==> config.mk <==
export PLATFORM = sky130hd
export DESIGN_NAME = pwmch_top
export DESIGN_NICKNAME = d
export VERILOG_FILES = /design/src/rtl/pwmch_pkg.sv /design/src/rtl/pwmch_cfg_if.sv /design/src/rtl/pwmch_regs.sv /design/src/rtl/pwmch_top.sv
export VERILOG_INCLUDE_DIRS = /design/src /design/src/rtl
export SDC_FILE = /design/constraint.sdc
export NUM_CORES = 1
export LEC_CHECK = 0
export BUFFER_PORTS_ARGS = -buffer_cell sky130_fd_sc_hd__buf_4
export CAP_MARGIN = 25
export CELL_PAD_IN_SITES_DETAIL_PLACEMENT = 1
export CELL_PAD_IN_SITES_GLOBAL_PLACEMENT = 1
export CORE_MARGIN = 2
export CORE_UTILIZATION = 49
export CTS_CLUSTER_DIAMETER = 200
export CTS_CLUSTER_SIZE = 25
export DETAILED_ROUTE_END_ITERATION = 12
export GPL_TIMING_DRIVEN = 0
export PLACE_DENSITY_LB_ADDON = 0.15
export SLEW_MARGIN = 20
export SYNTH_ARGS = -nofsm -noshare
export SYNTH_HDL_FRONTEND = slang
export SYNTH_HIERARCHICAL = 1
export SYNTH_SLANG_ARGS = --single-unit
==> constraint.sdc <==
create_clock -name mclk -period 7.3 [get_ports mclk]
set_clock_uncertainty 0.2 [all_clocks]
set_input_delay 1.46 -clock mclk [delete_from_list [all_inputs] [get_ports mclk]]
set_output_delay 1.46 -clock mclk [all_outputs]
set_load 0.005 [all_outputs]
==> src/rtl/pwmch_consts.svh <==
`ifndef PWMCH_CONSTS_SVH
`define PWMCH_CONSTS_SVH

// ----------------------------------------------------------------------------
// Register byte offsets
// ----------------------------------------------------------------------------
`define PWMCH_OFS_CTRL 5'h00
`define PWMCH_OFS_PERIOD 5'h04
`define PWMCH_OFS_DUTY 5'h08
`define PWMCH_OFS_FORCE 5'h0C
`define PWMCH_OFS_STATUS 5'h10
`define PWMCH_OFS_COUNT 5'h14

// ----------------------------------------------------------------------------
// Control field positions
// ----------------------------------------------------------------------------
`define PWMCH_CTRL_EN 0
`define PWMCH_CTRL_FREEZE 1
`define PWMCH_CTRL_MODE_LO 2
`define PWMCH_CTRL_MODE_HI 3
`define PWMCH_CTRL_UDM_LO 4
`define PWMCH_CTRL_UDM_HI 5
`define PWMCH_CTRL_ROT 6
`define PWMCH_CTRL_EXTSEL 7
`define PWMCH_CTRL_SL 8
`define PWMCH_CTRL_FUS_LO 9
`define PWMCH_CTRL_FUS_HI 10
`define PWMCH_CTRL_CRS_LO 11
`define PWMCH_CTRL_CRS_HI 12
`define PWMCH_CTRL_W 13
`define PWMCH_FORCE_GO 0

// ----------------------------------------------------------------------------
// Encodings and reset values
// ----------------------------------------------------------------------------
`define PWMCH_MODE_PWM 2'h2
`define PWMCH_SEL_RESET 2'h2
`define PWMCH_UDM_UP 2'h0
`define PWMCH_RST_CTRL 13'h0008
`define PWMCH_RST_PERIOD 16'h00FF
`define PWMCH_RST_DUTY 16'h0080
`define PWMCH_ACK_CYCLES 1

`endif

==> src/rtl/pwmch_pkg.sv <==
package pwmch_pkg;
   // Counting direction of the main counter
   typedef enum logic [0:0] {
      PWMCH_DIR_UP = 1'b0,
      PWMCH_DIR_DOWN = 1'b1
   } pwmch_dir_t;

   typedef logic [1:0] pwmch_sel_t;
   typedef logic [31:0] pwmch_word_t;
endpackage : pwmch_pkg

==> src/rtl/pwmch_cfg_if.sv <==
`timescale 1ns/100ps
// Configuration from the register file to the channel core, status back
interface pwmch_cfg_if #(parameter int CW = 16);
   logic enable;
   logic freeze;
   logic [1:0] mode;
   logic [1:0] count_direction_mode;
   logic reset_on_trigger;
   logic ext_sel;
   logic signal_level;
   logic [1:0] force_update_select;
   logic [1:0] counter_reset_select;
   logic [CW-1:0] period_compare;
   logic [CW-1:0] duty_compare;
   logic force_pulse;
   logic [CW-1:0] main_counter;
   logic out_level;
   logic alt_level;
   logic dir_down;
   logic active_level;

   modport regs (
      output enable, freeze, mode, count_direction_mode, reset_on_trigger, ext_sel,
      output signal_level, force_update_select, counter_reset_select,
      output period_compare, duty_compare, force_pulse,
      input main_counter, out_level, alt_level, dir_down, active_level
   );
   modport core (
      input enable, freeze, mode, count_direction_mode, reset_on_trigger, ext_sel,
      input signal_level, force_update_select, counter_reset_select,
      input period_compare, duty_compare, force_pulse,
      output main_counter, out_level, alt_level, dir_down, active_level
   );
endinterface : pwmch_cfg_if

==> src/rtl/pwmch_regs.sv <==
`timescale 1ns/100ps
`include "pwmch_consts.svh"
module pwmch_regs #(
   parameter int CW = 16
) (
   input wire logic mclk,
   input wire logic rst,
   input wire logic [4:0] avs_address,
   input wire logic avs_read,
   input wire logic avs_write,
   input wire logic [31:0] avs_writedata,
   input wire logic [3:0] avs_byteenable,
   output logic [31:0] avs_readdata,
   output logic avs_waitrequest,
   pwmch_cfg_if.regs cfg
);
   import pwmch_pkg::*;

   logic ack_q;
   logic wr_go;
   logic [`PWMCH_CTRL_W-1:0] ctrl_q;
   logic [CW-1:0] period_q;
   logic [CW-1:0] duty_q;
   logic force_q;
   pwmch_word_t rd_d;
   pwmch_word_t rdata_q;

   // ------------------------------------------------------------------------
   // Byte lane merge
   // ------------------------------------------------------------------------
   function automatic pwmch_word_t merge(input pwmch_word_t old, input pwmch_word_t nw,
                                         input logic [3:0] be);
      pwmch_word_t r;
      r = old;
      for (int i = 0; i < 4; i++) begin
         if (be[i]) begin
            r[i*8 +: 8] = nw[i*8 +: 8];
         end
      end
      return r;
   endfunction : merge

   // ------------------------------------------------------------------------
   // Avalon handshake
   // ------------------------------------------------------------------------
   // One wait cycle: read data is looked up at the first edge, shown at the second
   always_ff @(posedge mclk or posedge rst) begin
      if (rst) begin
         ack_q <= 1'b0;
      end else begin
         ack_q <= (avs_read | avs_write) & ~ack_q;
      end
   end
   assign avs_waitrequest = (avs_read | avs_write) & ~ack_q;
   assign wr_go = avs_write & ack_q;

   // Writes land only at the edge where waitrequest is low
   always_ff @(posedge mclk or posedge rst) begin
      if (rst) begin
         ctrl_q <= `PWMCH_RST_CTRL;
         period_q <= `PWMCH_RST_PERIOD;
         duty_q <= `PWMCH_RST_DUTY;
      end else if (wr_go) begin
         case (avs_address)
            `PWMCH_OFS_CTRL: ctrl_q <= `PWMCH_CTRL_W'(merge(32'(ctrl_q), avs_writedata,
                                                            avs_byteenable));
            `PWMCH_OFS_PERIOD: period_q <= CW'(merge(32'(period_q), avs_writedata,
                                                     avs_byteenable));
            `PWMCH_OFS_DUTY: duty_q <= CW'(merge(32'(duty_q), avs_writedata,
                                                 avs_byteenable));
            default: ;
         endcase
      end
   end

   // Force update strobe, one cycle long, never stored
   always_ff @(posedge mclk or posedge rst) begin
      if (rst) begin
         force_q <= 1'b0;
      end else begin
         force_q <= wr_go && (avs_address == `PWMCH_OFS_FORCE) && avs_byteenable[0] &&
                    avs_writedata[`PWMCH_FORCE_GO];
      end
   end

   // Read mux; unmapped words read zero
   always_comb begin
      rd_d = 32'h0000_0000;
      case (avs_address)
         `PWMCH_OFS_CTRL: rd_d = 32'(ctrl_q);
         `PWMCH_OFS_PERIOD: rd_d = 32'(period_q);
         `PWMCH_OFS_DUTY: rd_d = 32'(duty_q);
         `PWMCH_OFS_STATUS: rd_d = {28'h0000000, cfg.active_level, cfg.dir_down,
                                    cfg.alt_level, cfg.out_level};
         `PWMCH_OFS_COUNT: rd_d = 32'(cfg.main_counter);
         default: rd_d = 32'h0000_0000;
      endcase
   end

   always_ff @(posedge mclk or posedge rst) begin
      if (rst) begin
         rdata_q <= 32'h0000_0000;
      end else if (avs_read & ~ack_q) begin
         rdata_q <= rd_d;
      end
   end
   assign avs_readdata = rdata_q;

   // ------------------------------------------------------------------------
   // Fields to the core
   // ------------------------------------------------------------------------
   assign cfg.enable = ctrl_q[`PWMCH_CTRL_EN];
   assign cfg.freeze = ctrl_q[`PWMCH_CTRL_FREEZE];
   assign cfg.mode = ctrl_q[`PWMCH_CTRL_MODE_HI:`PWMCH_CTRL_MODE_LO];
   assign cfg.count_direction_mode = ctrl_q[`PWMCH_CTRL_UDM_HI:`PWMCH_CTRL_UDM_LO];
   assign cfg.reset_on_trigger = ctrl_q[`PWMCH_CTRL_ROT];
   assign cfg.ext_sel = ctrl_q[`PWMCH_CTRL_EXTSEL];
   assign cfg.signal_level = ctrl_q[`PWMCH_CTRL_SL];
   assign cfg.force_update_select = ctrl_q[`PWMCH_CTRL_FUS_HI:`PWMCH_CTRL_FUS_LO];
   assign cfg.counter_reset_select = ctrl_q[`PWMCH_CTRL_CRS_HI:`PWMCH_CTRL_CRS_LO];
   assign cfg.period_compare = period_q;
   assign cfg.duty_compare = duty_q;
   assign cfg.force_pulse = force_q;
endmodule : pwmch_regs

==> src/rtl/pwmch_top.sv <==
`timescale 1ns/100ps
`include "pwmch_consts.svh"
module pwmch_top #(
   parameter int CW = 16
) (
   input wire logic mclk,
   input wire logic rst,
   input wire logic [4:0] avs_address,
   input wire logic avs_read,
   input wire logic avs_write,
   input wire logic [31:0] avs_writedata,
   input wire logic [3:0] avs_byteenable,
   output logic [31:0] avs_readdata,
   output logic avs_waitrequest,
   input wire logic prev_trigger,
   input wire logic external_capture_trigger,
   output logic compare_unit_trigger,
   output logic channel_output,
   output logic channel_output_alt
);
   import pwmch_pkg::*;

   pwmch_cfg_if #(.CW(CW)) cfg ();

   // ------------------------------------------------------------------------
   // Register file
   // ------------------------------------------------------------------------
   pwmch_regs #(.CW(CW)) u_regs (
      .mclk(mclk),
      .rst(rst),
      .avs_address(avs_address),
      .avs_read(avs_read),
      .avs_write(avs_write),
      .avs_writedata(avs_writedata),
      .avs_byteenable(avs_byteenable),
      .avs_readdata(avs_readdata),
      .avs_waitrequest(avs_waitrequest),
      .cfg(cfg)
   );

   // ------------------------------------------------------------------------
   // Decoding helpers
   // ------------------------------------------------------------------------
   // Both update selects share the same reset encoding
   function automatic logic sel_is_reset(input pwmch_sel_t s);
      return s == `PWMCH_SEL_RESET;
   endfunction : sel_is_reset

   logic pwm_mode;
   logic updown;
   logic run;
   logic frozen;
   logic trig_src;
   logic dir_reset;
   logic force_rst;
   logic period_hit;
   logic duty_hit;
   logic [CW-1:0] cnt_q;
   logic [CW-1:0] cnt_d;
   pwmch_dir_t dir_q;
   pwmch_dir_t dir_d;
   logic lvl_q;
   logic lvl_now;
   logic out_q;
   logic out_d;
   logic alt_q;
   logic trig_q;

   // ------------------------------------------------------------------------
   // Mode qualification
   // ------------------------------------------------------------------------
   assign pwm_mode = cfg.mode == `PWMCH_MODE_PWM;
   assign updown = cfg.count_direction_mode != `PWMCH_UDM_UP;
   assign run = pwm_mode & cfg.enable;
   // Disabled with freeze set: outputs and level stand still; a force update still clears the counter
   assign frozen = pwm_mode & ~cfg.enable & cfg.freeze;
   // Neighbour trigger and capture trigger come from this same clock
   assign trig_src = cfg.ext_sel ? external_capture_trigger : prev_trigger;
   assign dir_reset = run & updown & cfg.reset_on_trigger & trig_src;
   assign force_rst = pwm_mode & cfg.force_pulse &
                      sel_is_reset(cfg.force_update_select) &
                      sel_is_reset(cfg.counter_reset_select);
   assign period_hit = run & (cnt_q == cfg.period_compare);
   assign duty_hit = run & (cnt_q == cfg.duty_compare);

   // ------------------------------------------------------------------------
   // Main counter and direction
   // ------------------------------------------------------------------------
   // Up-down turns at the period value and at zero; a trigger forces up below the period value
   always_comb begin
      cnt_d = cnt_q;
      dir_d = dir_q;
      if (force_rst) begin
         cnt_d = '0;
         dir_d = PWMCH_DIR_UP;
      end else if (run && !updown) begin
         dir_d = PWMCH_DIR_UP;
         if (cnt_q >= cfg.period_compare) begin
            cnt_d = '0;
         end else begin
            cnt_d = cnt_q + 1'b1;
         end
      end else if (run) begin
         if (dir_reset) begin
            dir_d = PWMCH_DIR_UP;
         end
         if ((dir_reset || dir_q == PWMCH_DIR_UP) && cnt_q >= cfg.period_compare) begin
            dir_d = PWMCH_DIR_DOWN;
            cnt_d = (cnt_q == '0) ? cnt_q : cnt_q - 1'b1;
         end else if (dir_reset || dir_q == PWMCH_DIR_UP) begin
            cnt_d = cnt_q + 1'b1;
         end else if (cnt_q == '0) begin
            dir_d = PWMCH_DIR_UP;
            cnt_d = (cfg.period_compare == '0) ? cnt_q : cnt_q + 1'b1;
         end else begin
            cnt_d = cnt_q - 1'b1;
         end
      end
   end

   always_ff @(posedge mclk or posedge rst) begin
      if (rst) begin
         cnt_q <= '0;
      end else begin
         cnt_q <= cnt_d;
      end
   end

   always_ff @(posedge mclk or posedge rst) begin
      if (rst) begin
         dir_q <= PWMCH_DIR_UP;
      end else begin
         dir_q <= dir_d;
      end
   end

   // ------------------------------------------------------------------------
   // Active signal level
   // ------------------------------------------------------------------------
   // Up counting holds a written level back until a compare trigger or force update, so a
   // period never shows a half-applied level; up-down takes it at once
   assign lvl_now = (updown || period_hit || duty_hit || force_rst) ?
                    cfg.signal_level : lvl_q;

   always_ff @(posedge mclk or posedge rst) begin
      if (rst) begin
         lvl_q <= 1'b0;
      end else if (!frozen) begin
         lvl_q <= lvl_now;
      end
   end

   // ------------------------------------------------------------------------
   // Output levels
   // ------------------------------------------------------------------------
   // Force reset, and the period start when counting up, beat a duty match in the same cycle
   always_comb begin
      out_d = out_q;
      if (frozen) begin
         out_d = out_q;
      end else if (force_rst) begin
         out_d = cfg.signal_level;
      end else if (!run) begin
         out_d = ~cfg.signal_level;
      end else if (!updown && period_hit) begin
         out_d = lvl_now;
      end else if (duty_hit && (updown ? (dir_q == PWMCH_DIR_UP) : 1'b1)) begin
         out_d = ~lvl_now;
      end else if (duty_hit) begin
         out_d = lvl_now;
      end else if (updown && cnt_q == '0) begin
         out_d = lvl_now;
      end
   end

   always_ff @(posedge mclk or posedge rst) begin
      if (rst) begin
         out_q <= 1'b0;
      end else begin
         out_q <= out_d;
      end
   end

   // Complement output; it must also hold when frozen, not fall to a level
   always_ff @(posedge mclk or posedge rst) begin
      if (rst) begin
         alt_q <= 1'b1;
      end else if (!frozen) begin
         alt_q <= ~out_d;
      end
   end

   // Period match pulse for the following channel
   always_ff @(posedge mclk or posedge rst) begin
      if (rst) begin
         trig_q <= 1'b0;
      end else begin
         trig_q <= period_hit;
      end
   end

   // ------------------------------------------------------------------------
   // Outputs and status
   // ------------------------------------------------------------------------
   assign channel_output = out_q;
   assign channel_output_alt = alt_q;
   assign compare_unit_trigger = trig_q;
   assign cfg.main_counter = cnt_q;
   assign cfg.out_level = out_q;
   assign cfg.alt_level = alt_q;
   assign cfg.dir_down = dir_q == PWMCH_DIR_DOWN;
   assign cfg.active_level = lvl_q;
endmodule : pwmch_top

# Word level (Yosys, flattened, before mapping)

Cells that the tools add are included.

Memories: 0
Flip-flop bits (word level): 100
Logic and storage cells: 103
Bits in writable memories: 0
Output and inout bits: 36
Bits in read-only memories: 0
Bits in latches: 0

Shifts and indexed selects: 0
Reductions and logical operators: 25
Divide/modulo/power cells: 0
Equality and inequality tests: 12
Bitwise operators: 21
$add $sub $neg: 2
Multiply operators: 0
Order comparisons: 1
Multiplexer cells: 27

Operators with widths:

| cell                  | count |
|---|---|
| $mux 16               | 9 |
| $pmux 16 s5           | 1 |
| $eq 16x16->1          | 2 |
| $logic_not 16->1      | 2 |
| $reduce_and 3->1      | 7 |
| $mux 1                | 17 |
| $add 16x1->16 const B | 1 |
| $ge 16x16->1          | 1 |
| $sub 16x1->16 const B | 1 |
| $and 1x1->1           | 14 |
| $eq 5x4->1 const B    | 2 |
| $eq 5x5->1 const B    | 2 |
| $logic_and 1x1->1     | 8 |
| $eq 2x2->1 const B    | 3 |
| $not 1->1             | 6 |
| $eq 5x3->1 const B    | 1 |
| $logic_not 5->1       | 1 |
| $ne 5x5->1 const B    | 1 |
| $logic_or 1x1->1      | 4 |
| $ne 4x4->1 const B    | 1 |
| $reduce_bool 3->1     | 1 |
| $reduce_bool 2->1     | 1 |
| $logic_not 1->1       | 1 |
| $or 1x1->1            | 1 |

# Longest topological paths before layout

Gate-level depths: netlist of the first run.

Word-level depth: 15
Mapped depth: 11

# Modules after synthesis

Netlist of the first run, hierarchy kept.

By module, submodules not included:

| module     | cells an instance | sequential area each (um^2) | area an instance (um^2) | instances |
|---|---|---|---|---|
| pwmch_regs | 237               | 1,589.0                     | 3,121.7                 | 1 |
| pwmch_top  | 326               | 526.8                       | 2,582.5                 | 1 |

# Least setup slack after synthesis of the first run

No wires, ideal clock.

Path type: input-to-reg
From: input external_capture_trigger
To: register cnt_q[10] (netlist: cfg.main_counter[10])
Data required time: 7.013 ns
Setup time: 0.087 ns
Arrival: 3.248 ns
Path slack: 3.766 ns
Buffers on the path: 1
Cell stages on the path: 8
Cell sequence: mux2_2 -> a41oi_2 -> a211oi_2 -> or3_1 -> o31ai_1 -> buf_6 -> or4b_1 -> o211ai_1

Cells in the longest elaborated chain, start to end: 8
Elaborated cells on any way between the ends: 12

Ends and longest elaborated chain:

| what                                                | RTL line                           | source |
|---|---|---|
| start: declaration                                  | pwmch_top.sv:16                    | `input wire logic external_capture_trigger,` |
| $mux 1 (*)                                          | pwmch_top.sv:78                    | `assign trig_src = cfg.ext_sel ? external_capture_trigger : prev_trigger;` |
| $and 1x1->1 (*)                                     | pwmch_top.sv:79                    | `assign dir_reset = run & updown & cfg.reset_on_trigger & trig_src;` |
| $logic_or 1x1->1 (*)                                | pwmch_top.sv:107, pwmch_top.sv:110 |  |
| $mux 16 / $logic_and 1x1->1 (equally long branches) | pwmch_top.sv:110, pwmch_top.sv:107 |  |
| $mux 16                                             | pwmch_top.sv:107                   | `if ((dir_reset \|\| dir_q == PWMCH_DIR_UP) && cnt_q >= cfg.period_compare) begin` |
| $mux 16                                             | pwmch_top.sv:103                   | `end else if (run) begin` |
| $mux 16                                             | pwmch_top.sv:96                    | `end else if (run && !updown) begin` |
| $mux 16                                             | pwmch_top.sv:93                    | `if (force_rst) begin` |
| end signal: assignment                              | pwmch_top.sv:125                   | `cnt_q <= cnt_d;` |
| end: declaration                                    | pwmch_top.sv:58                    | `logic [CW-1:0] cnt_q;` |

Mark *: on every way between the ends. The rest lies on a longest branch, timed or not. The select of a mux whose other input is x is not followed.
A chain may end at the register's enable or synchronous reset.

# Worst setup path after layout of the first run

From: register cnt_q[0] (netlist: cfg.main_counter[0])
To: register cnt_q[2] (netlist: cfg.main_counter[2])

Cells in the longest elaborated chain, start to end: 8
Elaborated cells on any way between the ends: 17

Ends and longest elaborated chain:

| what          | RTL line                                             | source |
|---|---|---|
| $add 16x1->16 | pwmch_top.sv:101, pwmch_top.sv:111, pwmch_top.sv:114 |  |
| $mux 16       | pwmch_top.sv:114                                     | `cnt_d = (cfg.period_compare == '0) ? cnt_q : cnt_q + 1'b1;` |
| $mux 16       | pwmch_top.sv:112                                     | `end else if (cnt_q == '0) begin` |
| $mux 16       | pwmch_top.sv:110                                     | `end else if (dir_reset \|\| dir_q == PWMCH_DIR_UP) begin` |
| $mux 16       | pwmch_top.sv:107                                     |  |
| $mux 16       | pwmch_top.sv:103                                     |  |
| $mux 16       | pwmch_top.sv:96                                      |  |
| $mux 16       | pwmch_top.sv:93                                      |  |

Several ways; a longest one is shown, not always the timed one. The select of a mux whose other input is x is not followed.

==> results of run 1 <==
[worst max-delay path by stage]
| stage | start | endpoint | slack (ns) | depth (start not counted) |
|---|---|---|---|---|
| floorplan | external_capture_trigger | cfg.main_counter[10] | 3.77 | 8 |
| global placement | rst | u_regs/cfg.duty_compare[1] | 3.32 | 2 |
| detailed placement | external_capture_trigger | cfg.main_counter[5] | 3.29 | 9 |
| CTS | cfg.main_counter[0] | cfg.main_counter[2] | 3.23 | 10 |
| global route | cfg.main_counter[0] | cfg.main_counter[2] | 3.06 | 10 |
| finish | cfg.main_counter[0] | cfg.main_counter[2] | 3.19 | 10 |
[power groups by stage]
stage | sequential [W] | combinational, W | clock, W
floorplan | 0.000529 | 0.000225 | 0
global placement | 0.000544 | 0.000296 | 0
detailed placement | 0.000547 | 0.000311 | 0
CTS | 0.000539 | 0.000316 | 0.000445
global route | 0.000544 | 0.000348 | 0.000463
finish | 0.000540 | 0.000319 | 0.000443
[layout make-up]
cell class | instances | area (um^2)
Buffer | 43 | 274.0
Clock buffer | 9 | 225.2
Clock inverter | 7 | 51.30
Fill cell | 1265 | 4786
Inverter | 31 | 118.9
Multi-Input combinational cell | 420 | 3254
Sequential cell | 84 | 2116
Tap cell | 143 | 178.9
Timing Repair Buffer | 47 | 365.4
[synthesized netlist by cell type, drive strengths merged, types with 3 or more instances]
cell type,number,area [um^2]
nand3,22,110.1
or3,8,60.06
a32oi,5,43.79
a21boi,4,30.03
nand4,15,93.84
ha,19,237.7
buf,33,236.5
and3,10,70.06
o22ai,13,81.33
a21oi,16,80.08
a22oi,7,57.55
mux2i,30,300.3
or4b,5,50.05
dfstp,11,289.0
nor4,12,90.09
nor2,19,73.82
a2bb2oi,5,43.79
dfrtp,73,1827
o21ai,11,55.05
a31oi,5,31.28
nor3,21,125.1
xnor2,14,122.6
clkbuf,10,37.54
inv,31,116.4
and4,3,28.78
a31o,3,26.28
o21a,3,22.52
nand2b,4,25.02
a21bo,4,40.04
or3b,4,35.04
a22o,12,105.1
nand2,26,97.59
or4,4,37.53
mux2,52,615.6
o211ai,10,75.07
[metal layers]
metal | vias up | track usage | routed length [um]
li1 | 2246 | - | -
met1 | 2520 | 0.3791 | 7856
met2 | 134 | 0.5188 | 9261
met3 | 36 | 0.05661 | 830
met4 | 0 | 0.1432 | 631
met5 | - | 0 | 0
[state kept, by name, indices dropped and copies added, names as in the netlist, named ones only]
register	count
cfg.active_level	1
cfg.dir_down	1
cfg.main_counter	16
channel_output_alt	1
compare_unit_trigger	1
u_regs/ack_q	1
u_regs/avs_readdata	16
u_regs/cfg.duty_compare	16
u_regs/cfg.force_pulse	1
u_regs/cfg.period_compare	16
u_regs/ctrl_q	13
[metrics by stage]
stage | power [W] | util | setup slack, ns
after detailed placement | 0.0008575 | 0.5547 | 3.289
after floorplan | 0.0007535 | - | 3.766
after CTS | 0.001300 | 0.5791 | 3.226
final | 0.001303 | 0.5791 | 3.190
after global routing | 0.001354 | 0.5791 | 3.060
after global placement | 0.0008401 | 0.5528 | 3.322
[cell usage in the layout (no fill, tap or decap), types with 5 or more instances in the layout]
cell type / count
mux2i_1: 30
and3_1: 7
a21oi_1: 16
buf_6: 5
mux2_2: 44
nand3_1: 22
conb_1: 16
a32oi_1: 5
o21ai_0: 10
a31oi_1: 5
clkbuf_16: 9
o22ai_1: 13
mux2_4: 8
buf_2: 9
dfstp_2: 11
a22oi_1: 6
a22o_1: 12
clkbuf_1: 10
nand4_1: 15
or3_1: 6
a2bb2oi_1: 5
ha_1: 19
dfrtp_1: 73
inv_1: 30
xnor2_1: 14
buf_4: 63
nor4_1: 11
nand2_1: 26
nor2_1: 18
o211ai_1: 10
nor3_1: 17
[cell families (layout without fill, tap and decap cells)]
family,count (synthesis),after routing
simple gates,166,166
other cells,1,16
mux,82,82
buf+inv,74,137
compound gates,121,121
fa+ha+maj,19,19
flops,84,84
xor+xnor,16,16
[worst max-delay path, stage by stage (launching register included)]
cell and delay (ns):
dfrtp_1 0.60, inv_1 0.23, ha_1 0.35, nand2b_1 0.15
a2111oi_1 0.57, o32a_1 0.32, nand3_1 0.36, buf_4 0.34
a21oi_1 0.58, nand2_1 0.12, a2bb2oi_1 0.15
==> flow_summary.json, run 1 <==
{
  "crit_path_end_kind": "register",
  "syn_area_per_cell_um2": 10.13,
  "cp.required_ns": 7.33,
  "nets": 702,
  "insertion_delay_ns": 0.36,
  "p_leak_nw": 2.946,
  "insertedDiodeCount": 0,
  "synth.area.mux_share": 0.1606,
  "synth_compound_area_frac": 0.1590,
  "drt_iter0_markers": 381,
  "pin_count": 83,
  "worstSetupStartpointType": "register",
  "ys.flop_type": "dfrtp_1",
  "p_seq_frac": 0.415,
  "cts-root-buf": "clkbuf_16",
  "hold_violations": 0,
  "synth_edf_count": 0,
  "r2r_slack_ns": 3.19,
  "drv_cap": 0,
  "power.density_mw_per_mm2": 197.9,
  "status": "completed",
  "pwr-share-comb": 0.245,
  "rr_startpoint": "cfg.main_counter[0]",
  "slew_viol_final": 0,
  "track_usage": 0.3063,
  "relSlewSlack": 0.3970,
  "post_drt_wl_per_cell_um": 23.70,
  "worstRegToRegCells": 10,
  "synth_async_sr_flop_share": 1.000,
  "post-cts-setup-buffer-count": 0,
  "initial_core_util": 0.5017,
  "power_switching_w": 0.0004397,
  "htreeDepth": 3,
  "clock-sinks": 84,
  "cts_max_path_buffers": 2,
  "synth_top_family_by_area": "simple AND/OR/NAND/NOR gates",
  "criticalPathCategory": "register to register",
  "synthAdderAreaFrac": 0.04168,
  "yosysSeqAreaShare": 0.3709,
  "numCtsBuffers": 9,
  "port_buffers": 46,
  "fin_cells": 784,
  "hold-path-endpoint": "u_regs/ack_q",
  "dpl_cell_area_mm2": 0.006307,
  "die_w_um": 111.9,
  "wirelength_um": 18580,
  "synthSimpleGateAreaFrac": 0.1742,
  "ys_types": 79,
  "vias_per_cell": 6.296,
  "syn_inst": 563,
  "overflow": 0,
  "p_int_w": 0.0008633,
  "holdPathStages": 1,
  "switching_share": 0.3374,
  "vias": 4936,
  "globalplace.congestion": 0.8990,
  "rows": 39,
  "path_max_fanout": 10,
  "syn_to_final_growth_pct": 15.42,
  "grt_max_degree": 37,
  "grt_antenna_before_repair": 0,
  "timing.rr.end": "cfg.main_counter[2]",
  "synth_xor_area_frac": 0.02457,
  "timing.fmax_mhz": 243.3,
  "crit_arrival_ns": 4.14,
  "finalCritPeriodShare": 0.5630,
  "tightest_slew_ns": 0.9035,
  "min_period_ns": 4.110,
  "cts_hold_buffers": 0,
  "dr.pass1.iters": 4,
  "place_inst": 768,
  "final_area_mm2": 0.006584,
  "hp-start": "u_regs/ack_q",
  "grt_pass1_wl_um": 29660,
  "netlist_area_mm2": 0.005704,
  "ir_worst_vdd_uv": 242.8,
  "rsz0062_at_grt": "false",
  "hold_path.class": "register to register",
  "core_mm2": 0.01137,
  "drive_above_1_share": 0.2902,
  "die_height_um": 111.9,
  "dieArea_mm2": 0.01252,
  "cts_tree": "yes",
  "grt_pass1_vias": 5388,
  "yosysWarnings": 6,
  "path_clk_slew_ns": 0.07,
  "drc": 0,
  "ys_ff_latch": 84,
  "cts_resized": 0,
  "holdWs_ns": 0.2884,
  "hpwl_um": 13920,
  "finalSetupTns_ns": 0,
  "setup_viol": 0,
  "clkPwrFrac": 0.340,
  "antenna_left": 0
}
(Power assumes the default switching activity.)
==> run 2: changes to the inputs <==
Settings changed: CORE_UTILIZATION 49 to 41.
Clock period 7.3 ns to 3.7 ns, I/O delays scaled along.
==> run 2 against run 1 <==
  * Worst hold slack worse by 0.16 ns
  * Final cell count rose by 4.8%
  * Power up 100%
  * Worst setup slack worse by 3.0 ns
  * Critical path type unchanged
==> flow_summary.json, run 2 (same netlist as run 1, synthesis figures left out) <==
{
  "status": "completed",
  "switching_share": 0.3224,
  "numCtsBuffers": 9,
  "crit_path_top_delay_cell": "a2111oi_2",
  "grt_pass1_vias": 5089,
  "nets": 703,
  "drv_cap": 0,
  "dieArea_mm2": 0.01487,
  "drt_iter0_markers": 328,
  "finalSetupTns_ns": 0,
  "finalCritPeriodShare": 0.9464,
  "cts_max_path_buffers": 2,
  "grt_antenna_before_repair": 0,
  "hpwl_um": 14180,
  "cts-root-buf": "clkbuf_16",
  "path_clk_slew_ns": 0.07,
  "core_mm2": 0.01372,
  "syn_to_final_growth_pct": 17.79,
  "post-cts-setup-buffer-count": 0,
  "final_cell_mix": "dfrtp_1, buf_4, mux2_2",
  "worstRegToRegCells": 11,
  "pin_count": 83,
  "track_usage": 0.2579,
  "p_seq_frac": 0.400,
  "relSlewSlack": 0.4397,
  "globalplace.congestion": 0.8648,
  "insertion_delay_ns": 0.35,
  "postLayoutCoreUtil": 0.4897,
  "crit_arrival_ns": 3.55,
  "path_max_fanout": 10,
  "total_power_w": 0.002661,
  "pwr-share-comb": 0.240,
  "p_int_w": 0.001803,
  "cp.required_ns": 3.75,
  "vias_per_cell": 5.922,
  "hold_violations": 0,
  "max_stage_delay_ns": 0.51,
  "n_fill_cell": 1578,
  "clkPwrFrac": 0.360,
  "insertedDiodeCount": 0,
  "criticalPathCategory": "register to register",
  "drc": 0,
  "vias": 4868,
  "dr.pass1.iters": 4,
  "ir_worst_vdd_uv": 185.7,
  "slew_viol_final": 0,
  "r2r_slack_ns": 0.20,
  "crit_buf_inv": 3,
  "worstPathCellList": "inv_1 > ha_1 > nand2b_1 > a2111oi_2 > o32a_1 > nand2_1 > o31ai_2 > buf_6 > buf_2 > a31oi_1 > mux2i_1",
  "rows": 43,
  "fin_cells": 822,
  "place_inst": 805,
  "timing.fmax_mhz": 285.6,
  "power_switching_w": 0.0008579,
  "hold_path.class": "input pin to asynchronous set/reset pin",
  "post_drt_wl_per_cell_um": 22.39,
  "final_common_cell": "dfrtp_1",
  "worstSetupStartpointType": "register",
  "crit_path_end_kind": "register",
  "overflow": 0,
  "grt_max_degree": 34,
  "wirelength_um": 18400,
  "grt_pass1_wl_um": 28680,
  "min_period_ns": 3.502,
  "setup_viol": 0,
  "clock-sinks": 84,
  "antenna_left": 0,
  "die_w_um": 122.0,
  "tightest_slew_ns": 0.8360,
  "p_leak_nw": 2.985,
  "initial_core_util": 0.4158,
  "drive_above_1_share": 0.3053,
  "cts_tree": "yes",
  "cp_num_cells": 11,
  "port_buffers": 46,
  "power.density_mw_per_mm2": 396.0,
  "die_height_um": 122.0,
  "htreeDepth": 3,
  "cp_top_family": "compound AO/OA/AOI/OAI gates"
}
==> run 2: cell type report <==
type	count	area, um^2	area share
Tap cell	180	225.2	0.03352
Sequential cell	84	2117	0.3151
Multi-Input combinational cell	420	3293	0.4901
Clock buffer	10	239.0	0.03557
Inverter	31	118.9	0.01769
Buffer	43	275.3	0.04097
Clock inverter	6	70.07	0.01043
Timing Repair Buffer	48	380.4	0.05661
==> run 2: power groups by stage <==
stage	combinational (W)	sequential, W	clock [W]
floorplan	0.000443	0.00104	0
global placement	0.000591	0.00108	0
detailed placement	0.000613	0.00108	0
CTS	0.000624	0.00106	0.000980
global route	0.000698	0.00107	0.00102
finish	0.000640	0.00106	0.000958
==> run 2: path summary, 6_finish.rpt <==
path,end,from
setup / recovery,cfg.main_counter[5],cfg.main_counter[0]
hold / removal,cfg.main_counter[10],rst
setup reg to reg,cfg.main_counter[5],cfg.main_counter[0]
hold reg to reg,u_regs/ack_q,u_regs/ack_q
max in group asynchronous,u_regs/cfg.period_compare[4],rst
min in group mclk,u_regs/ack_q,u_regs/ack_q
==> run 2: routing by layer <==
| layer | part of all wire | up-vias | routed length (um) | global-route usage |
|---|---|---|---|---|
| met5 | 0 | - | 0 | 0 |
| met2 | 0.51 | 123 | 9438 | 0.4560 |
| met4 | 0.014 | 0 | 257 | 0.07040 |
| met3 | 0.049 | 14 | 896 | 0.04026 |
| li1 | - | 2260 | - | - |
| met1 | 0.42 | 2471 | 7811 | 0.3267 |
==> run 2: timing repair <==
action,CTS,global route
gates resized for setup,5,5
hold buffers,0,0
endpoints found under the setup margin,15,15
==> run 2: metrics by stage <==
step	setup slack, ns	cell area, um^2	hold WS, ns
finish	0.1983	6719	0.1305
global route	-0.005928	6719	0.1476
floorplan	0.6658	5761	0.2665
CTS	0.04162	6679	0.2010
detailed placement	-0.3110	6354	0.2890
global placement	-0.1644	6331	0.2707
